**src/shared/lead_pkg.sv**
```systemverilog
// Constants and carrier types for the terminal lead supervisor.
// Assumes a 100 MHz system clock and a classic Wishbone register slave.
package lead_pkg;
	localparam int unsigned CLK_HZ = 100_000_000;
	localparam int unsigned RATE_W = 3;
	localparam int unsigned NUM_RATES = 8;
	localparam int unsigned CNT_W = 32;

	// Register byte offsets
	localparam logic [7:0] OFF_CTRL = 8'h00;
	localparam logic [7:0] OFF_STAT = 8'h04;
	localparam logic [7:0] OFF_IRQ_STAT = 8'h08;
	localparam logic [7:0] OFF_IRQ_MASK = 8'h0c;

	// Control field positions
	localparam int unsigned CTRL_ANTI_EN = 0;
	localparam int unsigned CTRL_EXT_DLY = 1;
	localparam int unsigned CTRL_RATE_LO = 4;
	localparam logic [31:0] CTRL_RESET = 32'h0000_0000;

	// Status word field positions
	localparam int unsigned STAT_STATE_LO = 0;
	localparam int unsigned STAT_CTS = 2;
	localparam int unsigned STAT_RTS = 3;

	// Event bit positions
	localparam int unsigned EV_TIMEOUT = 0;
	localparam int unsigned EV_LINE_ERR = 1;
	localparam int unsigned EV_PAT_ERR = 2;
	localparam int unsigned EV_NO_SIG = 3;
	localparam int unsigned EV_OOS = 4;
	localparam int unsigned EV_W = 5;

	// Indicator flash stretch
	localparam int unsigned FLASH_NS = 50_000_000;
	localparam int unsigned FLASH_CYC = FLASH_NS / (1_000_000_000 / CLK_HZ);
	localparam int unsigned EXT_FACTOR = 4;

	// Line rates in bit/s: 2.4, 4.8, 9.6, 19.2, 38.4, 56, 64, 72 kbps
	localparam int unsigned RATE_BPS [NUM_RATES] = '{2400, 4800, 9600, 19200, 38400, 56000, 64000, 72000};
	// Anti-streaming budget and normal delay in line bit times
	localparam int unsigned STREAM_BITS = 65536;
	localparam int unsigned DELAY_BITS = 32;

	typedef enum logic [1:0] {
		RTS_IDLE = 2'b00,
		RTS_WAIT = 2'b01,
		RTS_CLEAR = 2'b11,
		RTS_LOCK = 2'b10
	} rts_state_e;

	typedef struct packed {
		logic rts;
		logic dtr;
		logic txd;
		logic rxd;
		logic carrier;
		logic no_signal;
		logic oos;
		logic line_err;
		logic pat_err;
		logic test_local;
		logic test_remote;
		logic test_provider;
		logic pattern_on;
	} lead_in_s;

	typedef struct packed {
		logic cts;
		logic txd_ind;
		logic rxd_ind;
		logic cts_ind;
		logic carrier_indicator;
		logic dtr_ind;
		logic no_signal_indicator;
		logic out_of_service_indicator;
		logic receive_error_indicator;
		logic test_active_indicator;
	} lead_out_s;
endpackage

```
**src/hw/lead_sync.sv**
```systemverilog
// Two-flop synchroniser for a vector of asynchronous pins.
// Assumes the pins are quasi-static or unrelated to i_clk.
`timescale 1ns/10ps
`default_nettype none
module lead_sync #(
	parameter int unsigned WIDTH = 1
) (
	input wire logic i_clk,
	input wire logic i_rst,
	input wire logic [WIDTH-1:0] i_async,
	output logic [WIDTH-1:0] o_sync
);
	typedef struct packed {
		logic [WIDTH-1:0] meta;
		logic [WIDTH-1:0] sync;
	} sync_state_s;

	sync_state_s st;
	sync_state_s next_st;

	always_comb begin
		next_st = st;
		next_st.meta = i_async;
		next_st.sync = st.meta;
	end

	always_ff @(posedge i_clk or posedge i_rst) begin
		if (i_rst) begin
			st <= '0;
		end else begin
			st <= next_st;
		end
	end

	assign o_sync = st.sync;
endmodule
`default_nettype wire

```
**src/hw/dte_lead_supervisor.sv**
```systemverilog
// Terminal lead supervisor: request/clear handshake, anti-streaming, indicators.
// Assumes lead inputs are asynchronous pins and registers sit on classic Wishbone.
//
// What this block does
// RL1: Streaming request past timeout is treated off.
// RL2: Forced off until terminal drops request.
// RL3: Timeout shortens at higher line rates.
// RL4: Anti-streaming selectable, disabled after reset.
// RL5: Turn-on delay normal or extended, normal default.
// RL6: Extended delay is four times normal.
// RL7: Turn-on delay shrinks as line rate rises.
// RL8: Clear-to-send only when ready for data.
// RL9: Data indicators follow each data lead bit.
// RL10: Carrier indicator on while carrier valid.
// RL11: Terminal-ready indicator follows terminal-ready lead.
// RL12: No-signal indicator lit without line signal.
// RL13: Out-of-service indicator lit during service code.
// RL14: Error indicator pulses on violations, framing errors.
// RL15: During pattern test, pulses on bit errors.
// RL16: Test indicator lit for any test source.
// RL17: Clear-to-send held off while request forced.
// RL18: Lengths come from per-rate cycle-count table.
`timescale 1ns/10ps
`default_nettype none
module dte_lead_supervisor #(
	parameter int unsigned FLASH_CYCLES = lead_pkg::FLASH_CYC,
	parameter int unsigned STREAM_SCALE = 1
) (
	input wire logic i_clk,
	input wire logic i_rst,
	input wire logic i_wb_cyc,
	input wire logic i_wb_stb,
	input wire logic i_wb_we,
	input wire logic [7:0] i_wb_adr,
	input wire logic [3:0] i_wb_sel,
	input wire logic [31:0] i_wb_dat,
	output logic [31:0] o_wb_dat,
	output logic o_wb_ack,
	input wire lead_pkg::lead_in_s i_leads,
	output lead_pkg::lead_out_s o_leads,
	output logic o_irq
);
	localparam int unsigned LEADS_W = $bits(lead_pkg::lead_in_s);

	// Per-rate cycle counts; budget is divided by STREAM_SCALE so simulation can shorten it
	function automatic logic [lead_pkg::CNT_W-1:0] stream_cycles(input logic [lead_pkg::RATE_W-1:0] rate);
		longint unsigned c;
		c = (longint'(lead_pkg::STREAM_BITS) * lead_pkg::CLK_HZ) / lead_pkg::RATE_BPS[rate] / STREAM_SCALE;
		if (c == 0) begin
			c = 1;
		end
		return lead_pkg::CNT_W'(c);
	endfunction

	function automatic logic [lead_pkg::CNT_W-1:0] delay_cycles(input logic [lead_pkg::RATE_W-1:0] rate,
		input logic extended);
		longint unsigned c;
		c = (longint'(lead_pkg::DELAY_BITS) * lead_pkg::CLK_HZ + lead_pkg::RATE_BPS[rate] - 1)
			/ lead_pkg::RATE_BPS[rate];
		if (extended) begin
			c = c * lead_pkg::EXT_FACTOR; // see RL6
		end
		return lead_pkg::CNT_W'(c);
	endfunction

	function automatic logic reg_hit(input logic [7:0] adr, input logic [7:0] off);
		return adr == off;
	endfunction

	typedef struct packed {
		logic anti_en;
		logic ext_dly;
		logic [lead_pkg::RATE_W-1:0] rate;
		lead_pkg::rts_state_e rts_st;
		logic [lead_pkg::CNT_W-1:0] dly_cnt;
		logic [lead_pkg::CNT_W-1:0] stream_cnt;
		logic [lead_pkg::CNT_W-1:0] flash_cnt;
		logic [lead_pkg::EV_W-1:0] irq_stat;
		logic [lead_pkg::EV_W-1:0] irq_mask;
		logic prev_no_sig;
		logic prev_oos;
		logic ack;
		logic [31:0] rdat;
		lead_pkg::lead_out_s outs;
	} sup_state_s;

	sup_state_s st;
	sup_state_s next_st;
	lead_pkg::lead_in_s lin;

	// Constant per-rate tables, so no divider sits in the rate path
	logic [lead_pkg::CNT_W-1:0] stream_tab [lead_pkg::NUM_RATES];
	logic [lead_pkg::CNT_W-1:0] norm_tab [lead_pkg::NUM_RATES];
	logic [lead_pkg::CNT_W-1:0] ext_tab [lead_pkg::NUM_RATES];

	for (genvar g = 0; g < lead_pkg::NUM_RATES; g++) begin : g_rate
		assign stream_tab[g] = stream_cycles(lead_pkg::RATE_W'(g)); // see RL3, RL18
		assign norm_tab[g] = delay_cycles(lead_pkg::RATE_W'(g), 1'b0); // see RL7, RL18
		assign ext_tab[g] = delay_cycles(lead_pkg::RATE_W'(g), 1'b1); // see RL6
	end

	lead_sync #(
		.WIDTH(LEADS_W)
	) u_sync (
		.i_clk(i_clk),
		.i_rst(i_rst),
		.i_async(i_leads),
		.o_sync(lin)
	);

	always_comb begin
		logic req;
		logic wr;
		logic timeout;
		logic err_event;
		logic [lead_pkg::EV_W-1:0] events;
		logic [31:0] ctrl_rd;
		logic [31:0] stat_rd;
		logic [lead_pkg::CNT_W-1:0] dly_lim;
		logic [lead_pkg::CNT_W-1:0] stream_lim;
		req = 1'b0;
		wr = 1'b0;
		timeout = 1'b0;
		err_event = 1'b0;
		events = '0;
		ctrl_rd = '0;
		stat_rd = '0;
		dly_lim = '0;
		stream_lim = '0;
		next_st = st;

		// Rate or delay change acts on a running count at once; counts are not rescaled
		dly_lim = st.ext_dly ? ext_tab[st.rate] : norm_tab[st.rate]; // see RL5
		stream_lim = stream_tab[st.rate];

		// Wishbone classic: ack one cycle after request, dropped the next
		// No wait states; a request held into the ack cycle is ignored, so back-to-back requests are taken only every other cycle
		req = i_wb_cyc && i_wb_stb && !st.ack;
		wr = req && i_wb_we;
		next_st.ack = req;

		ctrl_rd[lead_pkg::CTRL_ANTI_EN] = st.anti_en;
		ctrl_rd[lead_pkg::CTRL_EXT_DLY] = st.ext_dly;
		ctrl_rd[lead_pkg::CTRL_RATE_LO +: lead_pkg::RATE_W] = st.rate;
		stat_rd[lead_pkg::STAT_STATE_LO +: $bits(lead_pkg::rts_state_e)] = st.rts_st;
		stat_rd[lead_pkg::STAT_CTS] = st.outs.cts;
		stat_rd[lead_pkg::STAT_RTS] = lin.rts;

		if (wr && i_wb_sel[0]) begin
			if (reg_hit(i_wb_adr, lead_pkg::OFF_CTRL)) begin
				next_st.anti_en = i_wb_dat[lead_pkg::CTRL_ANTI_EN]; // see RL4
				next_st.ext_dly = i_wb_dat[lead_pkg::CTRL_EXT_DLY]; // see RL5
				next_st.rate = i_wb_dat[lead_pkg::CTRL_RATE_LO +: lead_pkg::RATE_W];
			end
			if (reg_hit(i_wb_adr, lead_pkg::OFF_IRQ_MASK)) begin
				next_st.irq_mask = i_wb_dat[lead_pkg::EV_W-1:0];
			end
		end
		if (req) begin
			unique case (1'b1)
				reg_hit(i_wb_adr, lead_pkg::OFF_CTRL): next_st.rdat = ctrl_rd;
				reg_hit(i_wb_adr, lead_pkg::OFF_STAT): next_st.rdat = stat_rd;
				reg_hit(i_wb_adr, lead_pkg::OFF_IRQ_STAT): next_st.rdat = 32'(st.irq_stat);
				reg_hit(i_wb_adr, lead_pkg::OFF_IRQ_MASK): next_st.rdat = 32'(st.irq_mask);
				default: next_st.rdat = 32'h0000_0000;
			endcase
		end

		// Request/clear sequence; counts come from the rate table
		unique case (st.rts_st)
			lead_pkg::RTS_IDLE: begin
				next_st.stream_cnt = '0;
				next_st.dly_cnt = '0;
				if (lin.rts) begin
					next_st.rts_st = lead_pkg::RTS_WAIT;
				end
			end
			lead_pkg::RTS_WAIT: begin
				next_st.dly_cnt = st.dly_cnt + 1'b1;
				next_st.stream_cnt = st.stream_cnt + 1'b1;
				if (!lin.rts) begin
					next_st.rts_st = lead_pkg::RTS_IDLE;
				end else if (st.dly_cnt + 1'b1 >= dly_lim) begin // see RL5, RL7, RL18
					next_st.rts_st = lead_pkg::RTS_CLEAR;
				end
			end
			lead_pkg::RTS_CLEAR: begin
				next_st.stream_cnt = st.stream_cnt + 1'b1;
				if (!lin.rts) begin
					next_st.rts_st = lead_pkg::RTS_IDLE;
				end
			end
			// Lock ignores the rate; only a dropped lead re-arms
			lead_pkg::RTS_LOCK: begin
				if (!lin.rts) begin
					next_st.rts_st = lead_pkg::RTS_IDLE; // see RL2
				end
			end
			default: next_st.rts_st = lead_pkg::RTS_IDLE;
		endcase
		// Timer counts the whole assertion, turn-on delay included
		if (st.anti_en && lin.rts && st.rts_st != lead_pkg::RTS_LOCK && st.rts_st != lead_pkg::RTS_IDLE
			&& st.stream_cnt + 1'b1 >= stream_lim) begin // see RL1, RL3, RL18
			timeout = 1'b1;
			next_st.rts_st = lead_pkg::RTS_LOCK;
		end

		// Clear only in the clear state, never while locked
		next_st.outs.cts = next_st.rts_st == lead_pkg::RTS_CLEAR; // see RL8, RL17
		next_st.outs.cts_ind = next_st.outs.cts;

		next_st.outs.txd_ind = lin.txd; // see RL9
		next_st.outs.rxd_ind = lin.rxd; // see RL9
		next_st.outs.carrier_indicator = lin.carrier; // see RL10
		next_st.outs.dtr_ind = lin.dtr; // see RL11
		next_st.outs.no_signal_indicator = lin.no_signal; // see RL12
		next_st.outs.out_of_service_indicator = lin.oos; // see RL13
		next_st.outs.test_active_indicator = lin.test_local | lin.test_remote | lin.test_provider
			| lin.pattern_on; // see RL16

		// Error flash stretched so a single error is visible; retriggers
		err_event = lin.line_err || (lin.pattern_on && lin.pat_err); // see RL14, RL15
		if (err_event) begin
			next_st.flash_cnt = lead_pkg::CNT_W'(FLASH_CYCLES);
		end else if (st.flash_cnt != '0) begin
			next_st.flash_cnt = st.flash_cnt - 1'b1;
		end
		next_st.outs.receive_error_indicator = err_event || st.flash_cnt != '0;

		// No-signal and out-of-service levels raise edge events, so a stuck line sets its flag once
		events[lead_pkg::EV_TIMEOUT] = timeout;
		events[lead_pkg::EV_LINE_ERR] = lin.line_err;
		events[lead_pkg::EV_PAT_ERR] = lin.pattern_on && lin.pat_err;
		events[lead_pkg::EV_NO_SIG] = lin.no_signal && !st.prev_no_sig;
		events[lead_pkg::EV_OOS] = lin.oos && !st.prev_oos;
		next_st.prev_no_sig = lin.no_signal;
		next_st.prev_oos = lin.oos;

		// Write-one-to-clear; a coincident event wins
		if (wr && i_wb_sel[0] && reg_hit(i_wb_adr, lead_pkg::OFF_IRQ_STAT)) begin
			next_st.irq_stat = st.irq_stat & ~i_wb_dat[lead_pkg::EV_W-1:0];
		end
		next_st.irq_stat = next_st.irq_stat | events;
	end

	always_ff @(posedge i_clk or posedge i_rst) begin
		if (i_rst) begin
			st <= '0;
		end else begin
			st <= next_st;
		end
	end

	assign o_wb_ack = st.ack;
	assign o_wb_dat = st.rdat;
	assign o_leads = st.outs;
	assign o_irq = |(st.irq_stat & st.irq_mask);
endmodule
`default_nettype wire

```
**config.mk**
```make
export PLATFORM = sky130hd
export DESIGN_NAME = dte_lead_supervisor
export DESIGN_NICKNAME = d
export VERILOG_FILES = /design/src/shared/lead_pkg.sv /design/src/hw/lead_sync.sv /design/src/hw/dte_lead_supervisor.sv
export SDC_FILE = /design/constraint.sdc
export NUM_CORES = 1
export LEC_CHECK = 0
export ABC_CLOCK_PERIOD_IN_PS = 17850
export BUFFER_PORTS_ARGS = -buffer_cell sky130_fd_sc_hd__buf_2
export CORE_UTILIZATION = 57
export DETAILED_ROUTE_END_ITERATION = 10
export PLACE_DENSITY = 0.78
export SLEW_MARGIN = 30
export SYNTH_ARGS = -nofsm -noshare
export SYNTH_HDL_FRONTEND = slang
export SYNTH_SLANG_ARGS = --single-unit
export TNS_END_PERCENT = 30
```
**constraint.sdc**
```tcl
create_clock -name i_clk -period 17.85 [get_ports i_clk]
set_input_delay 4.4625 -clock i_clk [delete_from_list [all_inputs] [get_ports i_clk]]
set_output_delay 4.4625 -clock i_clk [all_outputs]
set_load 0.05 [all_outputs]
```
==> results.cfg, run 1 <==
[die]
die_y_um = 132.1
rows = 47
start_util = 0.5818
core_mm2 = 0.01658
dieArea_mm2 = 0.01745
chipWidth_um = 132.1
ios = 106

[sta]
finalWorstPathRequiredPeriod_ps = 6073
setup_violations = 0
tns_ps = 0
holdWs_ps = 347.9
rsz0062_at_grt = false
setup_ws_ps = 11780
period_share = 0.3402
tightest_slew_ps = 844.8
fmax_ghz = 0.1647
hold_viol = 0
slew_headroom = 0.4368
report.final.slew_viol_count = 0
skew_ps = 6.937

[clock_network]
max-clock-path-buffers = 2
clk_pin_slew_ps = 60
post_cts_buffers = 0
cts_resized = 0
htree_num_levels = 4
holdBufCountCts = 0
cts_sinks = 156
insertion_delay_ps = 430
cts_tree = yes
clock-root-buffer = clkbuf_16
cts_buffers = 17

[setup_path]
critPathMaxFanout = 5
worstPathRequired_ps = 18160
timing.rr.start = st[124]
worst-r2r-setup-slack_ps = 13260
slowest_delay_ps = 520
start_kind = input pin
critPathLaunch = i_wb_adr[5]
ff2ff_path_depth = 13
crit_arrival_ps = 6390
crit_chain = buf_2 > or4_1 > nor3_1 > nand3_1 > nor2_1 > mux2_2
crit_path_end_kind = flip-flop
setup.worst_path.class = in -> reg
timing.rr.end = st[152]
cp_slowest_cell = or4_1

[pwr]
swShare = 0.2659
leakage_uw = 0.004770
power.density_mw_per_mm2 = 76.84
p_int_uw = 589.6
irDropWorstVdd_mv = 0.07755
combPwrFrac = 0.074
pwr-share-clk = 0.467
p_total_uw = 803.2
power_frac_seq = 0.459
p_switching_uw = 213.5

[placed_design]
portBuffers = 52
dp_cells = 1277
dp_hpwl_mm = 13.85
place_congestion = 0.8157
pre_cts_slack_ps = 11350

[worst_hold_path]
min_path_type = reg -> reg
holdPathStages = 0
hold_start = u_sync.o_sync[11]
holdPathEnd = o_leads[4]

[grt]
grt_max_degree = 93
overflow = 0
grt_pass1_wl_mm = 34.11
grt_pass1_vias = 7142
track_usage = 0.2424
antenna_found_initial = 0

[logic_synthesis]
synth-edff-count = 0
synth_commonest_cells = 156 x dfrtp_1, 149 x nand2_1, 82 x nor2_1
async_reset_ff_frac = 1.000
ys.flop_type = dfrtp_1
syn_inst = 1061
synthTopCellsByArea = dfrtp_1 40%, ha_1 8.3%, nand2_1 5.8%, xnor2_1 4.4%, o21ai_0 3.6%
yosysSeqAreaShare = 0.4046
avgSynthCellArea_um2 = 9.093
yosys_warnings = 0
syn_area_mm2 = 0.009648
synth-seq-cells = 156
synth.most_common_cell = dfrtp_1
synthDominantCellAreaShare = 0.4046
yosys.area.top_type = dfrtp_1
ys_types = 61

[route]
dr.pass1.iters = 5
drt_wl_total_mm = 20.32
ant_nets = 0
drtIter0Drc = 495
wl_per_cell_um = 15.53
vias_per_cell = 5.790
drc = 0
vias = 7579

[run]
cap_violations = 0

[finish]
diodes = 0
areaGrowthSynthToFinish_pct = 8.338
drive_gt1_frac = 0.1212
num-fill-cells = 1350
instances_no_fill = 1309
layout.nets = 1202

[run_status]
status = finished, final reports clean
## per-stage QoR
stage                 util  area, um^2
detailed placement  0.5930        9834
floorplan                -        9738
global placement    0.5930        9834
CTS                 0.6299       10450
global route        0.6303       10450
finish              0.6303       10450
## layer usage
layer	GRT usage	routed length, um
met1	0.3203	9307
met2	0.3998	9837
met4	0.08850	354
met5	0	0
met3	0.04344	824
## critical path: cells and delay by family
kind	cells	cell delay [ps]
buf+inv	1	90
mux	1	390
simple gates	4	1440
## placed cells by master (no fill, tap or decap), drive strengths merged, types with 35 or more instances in the layout
| cell | count |
|---|---|
| nand2 | 149 |
| buf | 58 |
| xnor2 | 48 |
| dfrtp | 156 |
| inv | 38 |
| o21ai | 70 |
| nor2 | 82 |
| a21oi | 41 |
| ha | 64 |
| nand3 | 35 |
## cells by family (layout without fill, tap and decap cells)
family,after synthesis,count (layout),synth area share
buffers and inverters,119,123,0.06368
XOR/XNOR,78,78,0.07081
AO/OA/AOI/OAI,196,196,0.1286
other,1,25,0.0003887
adder cells (fa/ha/maj),64,64,0.08300
multiplexers,33,33,0.03994
flip-flops,156,156,0.4046
AND/OR/NAND/NOR,414,414,0.2089
## flip-flops by register name, indices dropped and copies added, names as in the netlist
name and flops:
st 113, u_sync.next_st 13, u_sync.o_sync 13, o_leads 9
o_wb_dat 7, o_wb_ack 1
## power by group through the flow
| stage | registers (uW) | logic (uW) | clock network (uW) |
|---|---|---|---|
| after global placement | 375 | 58.0 | 0 |
| final | 369 | 59.6 | 375 |
| after floorplan | 373 | 52.9 | 0 |
| after detailed placement | 375 | 59.3 | 0 |
| after CTS | 369 | 60.2 | 380 |
| after global routing | 370 | 66.1 | 392 |
## worst max path at each step
stage,endpoint,depth (start not counted),slack [ps]
3_5_place_dp,st[46],6,11350
6_report,st[46],6,11780
3_3_place_gp,st[46],6,11360
4_1_cts,st[48],6,11790
5_1_grt,st[46],6,11580
2_1_floorplan,o_leads[0],1,9180
## area by class of cell
type                       count  area [um^2]  area share
multi-input combinational    810         5226      0.5000
inverter                      33        128.9     0.01233
tap                          220        275.3     0.02633
clock inverter                14        182.7     0.01748
sequential                   156         3905      0.3736
clock buffer                  18        429.2     0.04106
timing repair buffer          58        305.3     0.02921
Power figures use the tool's default switching activity.
==> inputs of run 2 (changes only) <==
ABC_AREA = 1   (was unset)
ABC_CLOCK_PERIOD_IN_PS = 5400   (was 17850)
CORE_UTILIZATION = 54   (was 57)
PLACE_DENSITY = 0.77   (was 0.78)
clock period = 5.4 ns   (was 17.85 ns; I/O delays follow)
==> results.cfg, run 2 <==
[setup_path]
critPathMaxFanout = 4
crit_path_end_kind = flip-flop
crit_top_cell = nand2_1
start_kind = flip-flop
slowest_delay_ps = 410
cp_slowest_cell = dfrtp_1
setup.worst_path.class = reg -> reg
worstPathRequired_ps = 5720
crit_arrival_ps = 3890
crit_chain = inv_1 > nor3_2 > nand2_1 > nor2_1 > nand4_1 > or2_1 > nor2_1 > nand4_1 > nand2_1 > inv_1 > ha_1 > nand2_1 > nor3_1 > nand3_1 > nor4_1 > nand4_1 > nand3_1 > nand2_1 > nand3_1 > nor2_1

[route]
ant_nets = 0
dr.pass1.iters = 5
drtIter0Drc = 694
vias = 8398
drc = 0
wl_per_cell_um = 14.55
vias_per_cell = 5.485
drt_wl_total_mm = 22.28

[worst_hold_path]
min_path_type = reg -> reg

[logic_synthesis]
ys.flop_type = dfrtp_1
avgSynthCellArea_um2 = 7.761
ys_types = 46
synth_commonest_cells = 293 x nand2_1, 166 x inv_1, 156 x dfrtp_1
yosys_warnings = 0
syn_area_mm2 = 0.009771
synth.most_common_cell = nand2_1
synth-edff-count = 0
synthDominantCellAreaShare = 0.3995
yosysSeqAreaShare = 0.3995
yosys.area.top_type = dfrtp_1
syn_inst = 1259
synth-seq-cells = 156
synthTopCellsByArea = dfrtp_1 40%, nand2_1 11%, ha_1 8.2%, inv_1 6.4%, o21ai_0 5.0%
async_reset_ff_frac = 1.000

[clock_network]
cts_resized = 0
max-clock-path-buffers = 2
insertion_delay_ps = 440
cts_sinks = 156
clock-root-buffer = clkbuf_16
cts_buffers = 17
cts_tree = yes
clk_pin_slew_ps = 70
htree_num_levels = 4
holdBufCountCts = 0
post_cts_buffers = 0

[run_status]
status = finished, final reports clean

[pwr]
power.density_mw_per_mm2 = 243.2
leakage_uw = 0.005102
irDropWorstVdd_mv = 0.3074

[sta]
slew_headroom = 0.3863
setup_violations = 0
hold_viol = 0
holdWs_ps = 349.0
skew_ps = 13.23
tns_ps = 0
fmax_ghz = 0.2801
rsz0062_at_grt = false
tightest_slew_ps = 917.2
period_share = 0.6612
report.final.slew_viol_count = 0
finalWorstPathRequiredPeriod_ps = 3570

[finish]
stdcell_area_mm2 = 0.01063
instances_no_fill = 1531
largest_reg_flops = 113
final_util = 0.6080
regMostFlops = st
layout.nets = 1419
layout_common_cells = 293 x nand2_1, 165 x inv_1, 156 x dfrtp_1
areaGrowthSynthToFinish_pct = 8.759
layout_commonest_cell = nand2_1
num-fill-cells = 1498
diodes = 0
drive_gt1_frac = 0.09648

[run]
cap_violations = 0

[placed_design]
dp_cells = 1498
dp_hpwl_mm = 16.22
portBuffers = 52
dpl_cell_area_mm2 = 0.01004
place_congestion = 0.9515

[grt]
overflow = 0
antenna_found_initial = 0
track_usage = 0.2532
grt_pass1_vias = 7858
met2_usage = 0.4160
grt_max_degree = 115
met3_usage = 0.04926
grt_use_met1 = 0.3377
grt_pass1_wl_mm = 37.07
grt_busiest_layer = met2

[die]
start_util = 0.5591
dieArea_mm2 = 0.01864
core_mm2 = 0.01748
rows = 48
chipWidth_um = 136.5
die_y_um = 136.5
ios = 106
-- run 2: path summary, 6_finish.rpt --
kind | startpoint | to | slack [ps] | cells past startpoint
max | st[89] | o_leads[6] | 1830 | 20
min in group asynchronous | i_rst | o_leads[7] | 860 | 2
max in group asynchronous | i_rst | st[150] | 3640 | 3
max reg2reg | st[89] | o_leads[6] | 1830 | 20
min reg2reg | u_sync.o_sync[11] | o_leads[4] | 350 | 0
min | u_sync.o_sync[11] | o_leads[4] | 350 | 0
-- run 2: cell families after synthesis --
kind of cell | Yosys count | share of synthesized area
and+or+nand+nor | 556 | 0.2529
adders and majority gates | 64 | 0.08196
other | 1 | 0.0003838
AOI/OAI and AO/OA | 207 | 0.1199
buffers and inverters | 231 | 0.1051
DFF | 156 | 0.3995
xor gates and xnor gates | 44 | 0.04021
-- run 2: worst max-delay path, delay by kind of cell, from the launching register on --
kind          cells  cell delay [ps]
flops             1              410
fa+ha+maj         1              270
buf+inv           2              130
simple gates     17             2650
-- run 2: where the power goes --
part,total (uW),internal (uW),switching (uW),leakage [uW]
clock,1180,647,535,0.000273
combinational,191,47.7,144,0.00282
sequential,1210,1190,18.1,0.00200
total,2580,1890,696,0.00510
-- run 2: final cells by class --
| class | instances | area, um^2 | area share |
|---|---|---|---|
| clock inverters | 13 | 133.9 | 0.01260 |
| clock buffers | 19 | 432.9 | 0.04074 |
| flip-flops and latches | 156 | 3904 | 0.3674 |
| inverters | 166 | 626.9 | 0.05899 |
| well taps | 225 | 281.5 | 0.02649 |
| repair buffers | 56 | 315.3 | 0.02967 |
| multi-input cells | 896 | 4932 | 0.4641 |
-- run 2: metal layers --
metal | up-vias | routed length [um]
met5 | - | 0
met4 | 0 | 366
met3 | 37 | 1380
met2 | 276 | 10600
met1 | 3946 | 9925
li1 | 4139 | -
-- run 2: stage by stage --
step / setup WS (ps) / power, uW
floorplan: 2077 / 1393
global placement: 1973 / 1418
detailed placement: 1901 / 1423
CTS: 1871 / 2601
global route: 1448 / 2671
finish: 1830 / 2584
==> inputs of run 3 (changes only) <==
ABC_CLOCK_PERIOD_IN_PS = 3630   (was 5400)
CORE_UTILIZATION = 57   (was 54)
PLACE_DENSITY = 0.78   (was 0.77)
clock period = 3.63 ns   (was 5.4 ns; I/O delays follow)
==> results.cfg, run 3 (same netlist as run 2, synthesis figures left out) <==
[run_status]
status = finished, final reports clean

[grt]
grt_pass1_wl_mm = 37.24
grt_pass1_vias = 7909
overflow = 0
track_usage = 0.2662
antenna_found_initial = 0
grt_max_degree = 87

[route]
vias = 8390
wl_per_cell_um = 14.68
drc = 0
ant_nets = 0
drtIter0Drc = 614
drt_wl_total_mm = 22.49
vias_per_cell = 5.477
dr.pass1.iters = 5

[finish]
instances_no_fill = 1532
drive_gt1_frac = 0.1029
largest_reg_flops = 113
stdcell_area_mm2 = 0.01070
layout_common_cells = 293 x nand2_1, 165 x inv_1, 155 x dfrtp_1
diodes = 0
layout.nets = 1425
layout_commonest_cell = nand2_1
areaGrowthSynthToFinish_pct = 9.541
regMostFlops = st

[clock_network]
insertion_delay_ps = 430
cts_tree = yes
clock-root-buffer = clkbuf_16
cts_sinks = 156
clk_pin_slew_ps = 70
max-clock-path-buffers = 2
htree_num_levels = 4
post_cts_buffers = 0
cts_buffers = 17
cts_resized = 0
holdBufCountCts = 0

[pwr]
combPwrFrac = 0.074
power.density_mw_per_mm2 = 361.4
leakage_uw = 0.005139
pwr-share-clk = 0.460
swShare = 0.2831
irDropWorstVdd_mv = 0.3484
p_int_uw = 2773
p_switching_uw = 1095
power_frac_seq = 0.465
p_total_uw = 3868

[die]
die_y_um = 132.9
rows = 47
ios = 106
dieArea_mm2 = 0.01767
start_util = 0.5871
chipWidth_um = 132.9
core_mm2 = 0.01664

[sta]
setup_violations = 0
skew_ps = 13.52
period_share = 0.9253
tightest_slew_ps = 977.9
slew_headroom = 0.3480
finalWorstPathRequiredPeriod_ps = 3359
setup_ws_ps = 271.3
hold_viol = 0
tns_ps = 0
report.final.slew_viol_count = 0
fmax_ghz = 0.2977

[placed_design]
portBuffers = 52
place_congestion = 0.9422
dp_cells = 1500
dp_hpwl_mm = 16.32
pre_cts_slack_ps = 190.1
dpl_cell_area_mm2 = 0.01008

[setup_path]
crit_path_end_kind = flip-flop
start_kind = flip-flop
crit_arrival_ps = 3720
critPathMaxFanout = 4
setup.worst_path.class = reg -> reg
worstPathRequired_ps = 3990

[worst_hold_path]
min_path_type = reg -> reg

[run]
cap_violations = 0
## run 3: cell types whose count changed in the layout (fill, tap and decap cells not counted), moves of 2 or more
cell / change
buf_4: +6
clkbuf_1: -2
clkinv_8: +4
inv_6: -3
inv_8: +4
## run 3: final timing paths
path / start / end / slack [ps] / depth (start not counted)
setup / recovery: st[89] / o_leads[6] / 270 / 24
hold / removal: u_sync.next_st[11] / u_sync.o_sync[11] / 350 / 0
setup reg to reg: st[89] / o_leads[6] / 270 / 24
hold reg to reg: u_sync.next_st[11] / u_sync.o_sync[11] / 350 / 0
max in group asynchronous: i_rst / st[133] / 2480 / 3
min in group asynchronous: i_rst / u_sync.o_sync[11] / 590 / 3
## run 3: cell type report
cell class                 count  area (um^2)
timing repair buffer          62        351.6
clock inverter                15        173.9
inverter                     166        626.9
clock buffer                  17        425.4
sequential                   156         3905
multi-input combinational    896         4945
tap                          220        275.3
fill                        1414         5939
## run 3: power groups by stage
stage	Combinational (uW)	Clock, uW	Sequential [uW]
2_1_floorplan	245	0	1830
3_3_place_gp	283	0	1830
3_5_place_dp	288	0	1830
4_1_cts	290	1810	1800
5_1_grt	322	1880	1800
6_report	288	1780	1800
## run 3: routing by layer
metal,track usage,wire length [um],vias up
li1,-,-,4145
met4,0.09515,532,0
met3,0.04904,1109,41
met5,0,0,-
met1,0.3472,10040,3971
met2,0.4427,10810,233
## run 3: critical path: stages (launching register included)
cell and delay, ps:
dfrtp_1 410, nand3_2 130, nor2_4 140, nand2_2 100, nor2_4 110, nand2_2 70
nor2_4 100, nand2_2 80, nor2_4 130, nand2_4 90, nor2_8 110, nand2_4 90
nor2_2 80, nand2_1 70, and2_1 170, ha_1 310, a21oi_1 160, o21ai_0 90
nand2_1 80, o211ai_1 90, a31oi_1 250, nand3_1 120, nand2_1 120, nand3_1 100
nor2_1 120
## run 3: metrics by stage
step                  util  hold WS (ps)
floorplan                -         331.2
global placement    0.6059         331.9
detailed placement  0.6059         334.7
CTS                 0.6419         350.5
global route        0.6431         356.8
finish              0.6431         348.6
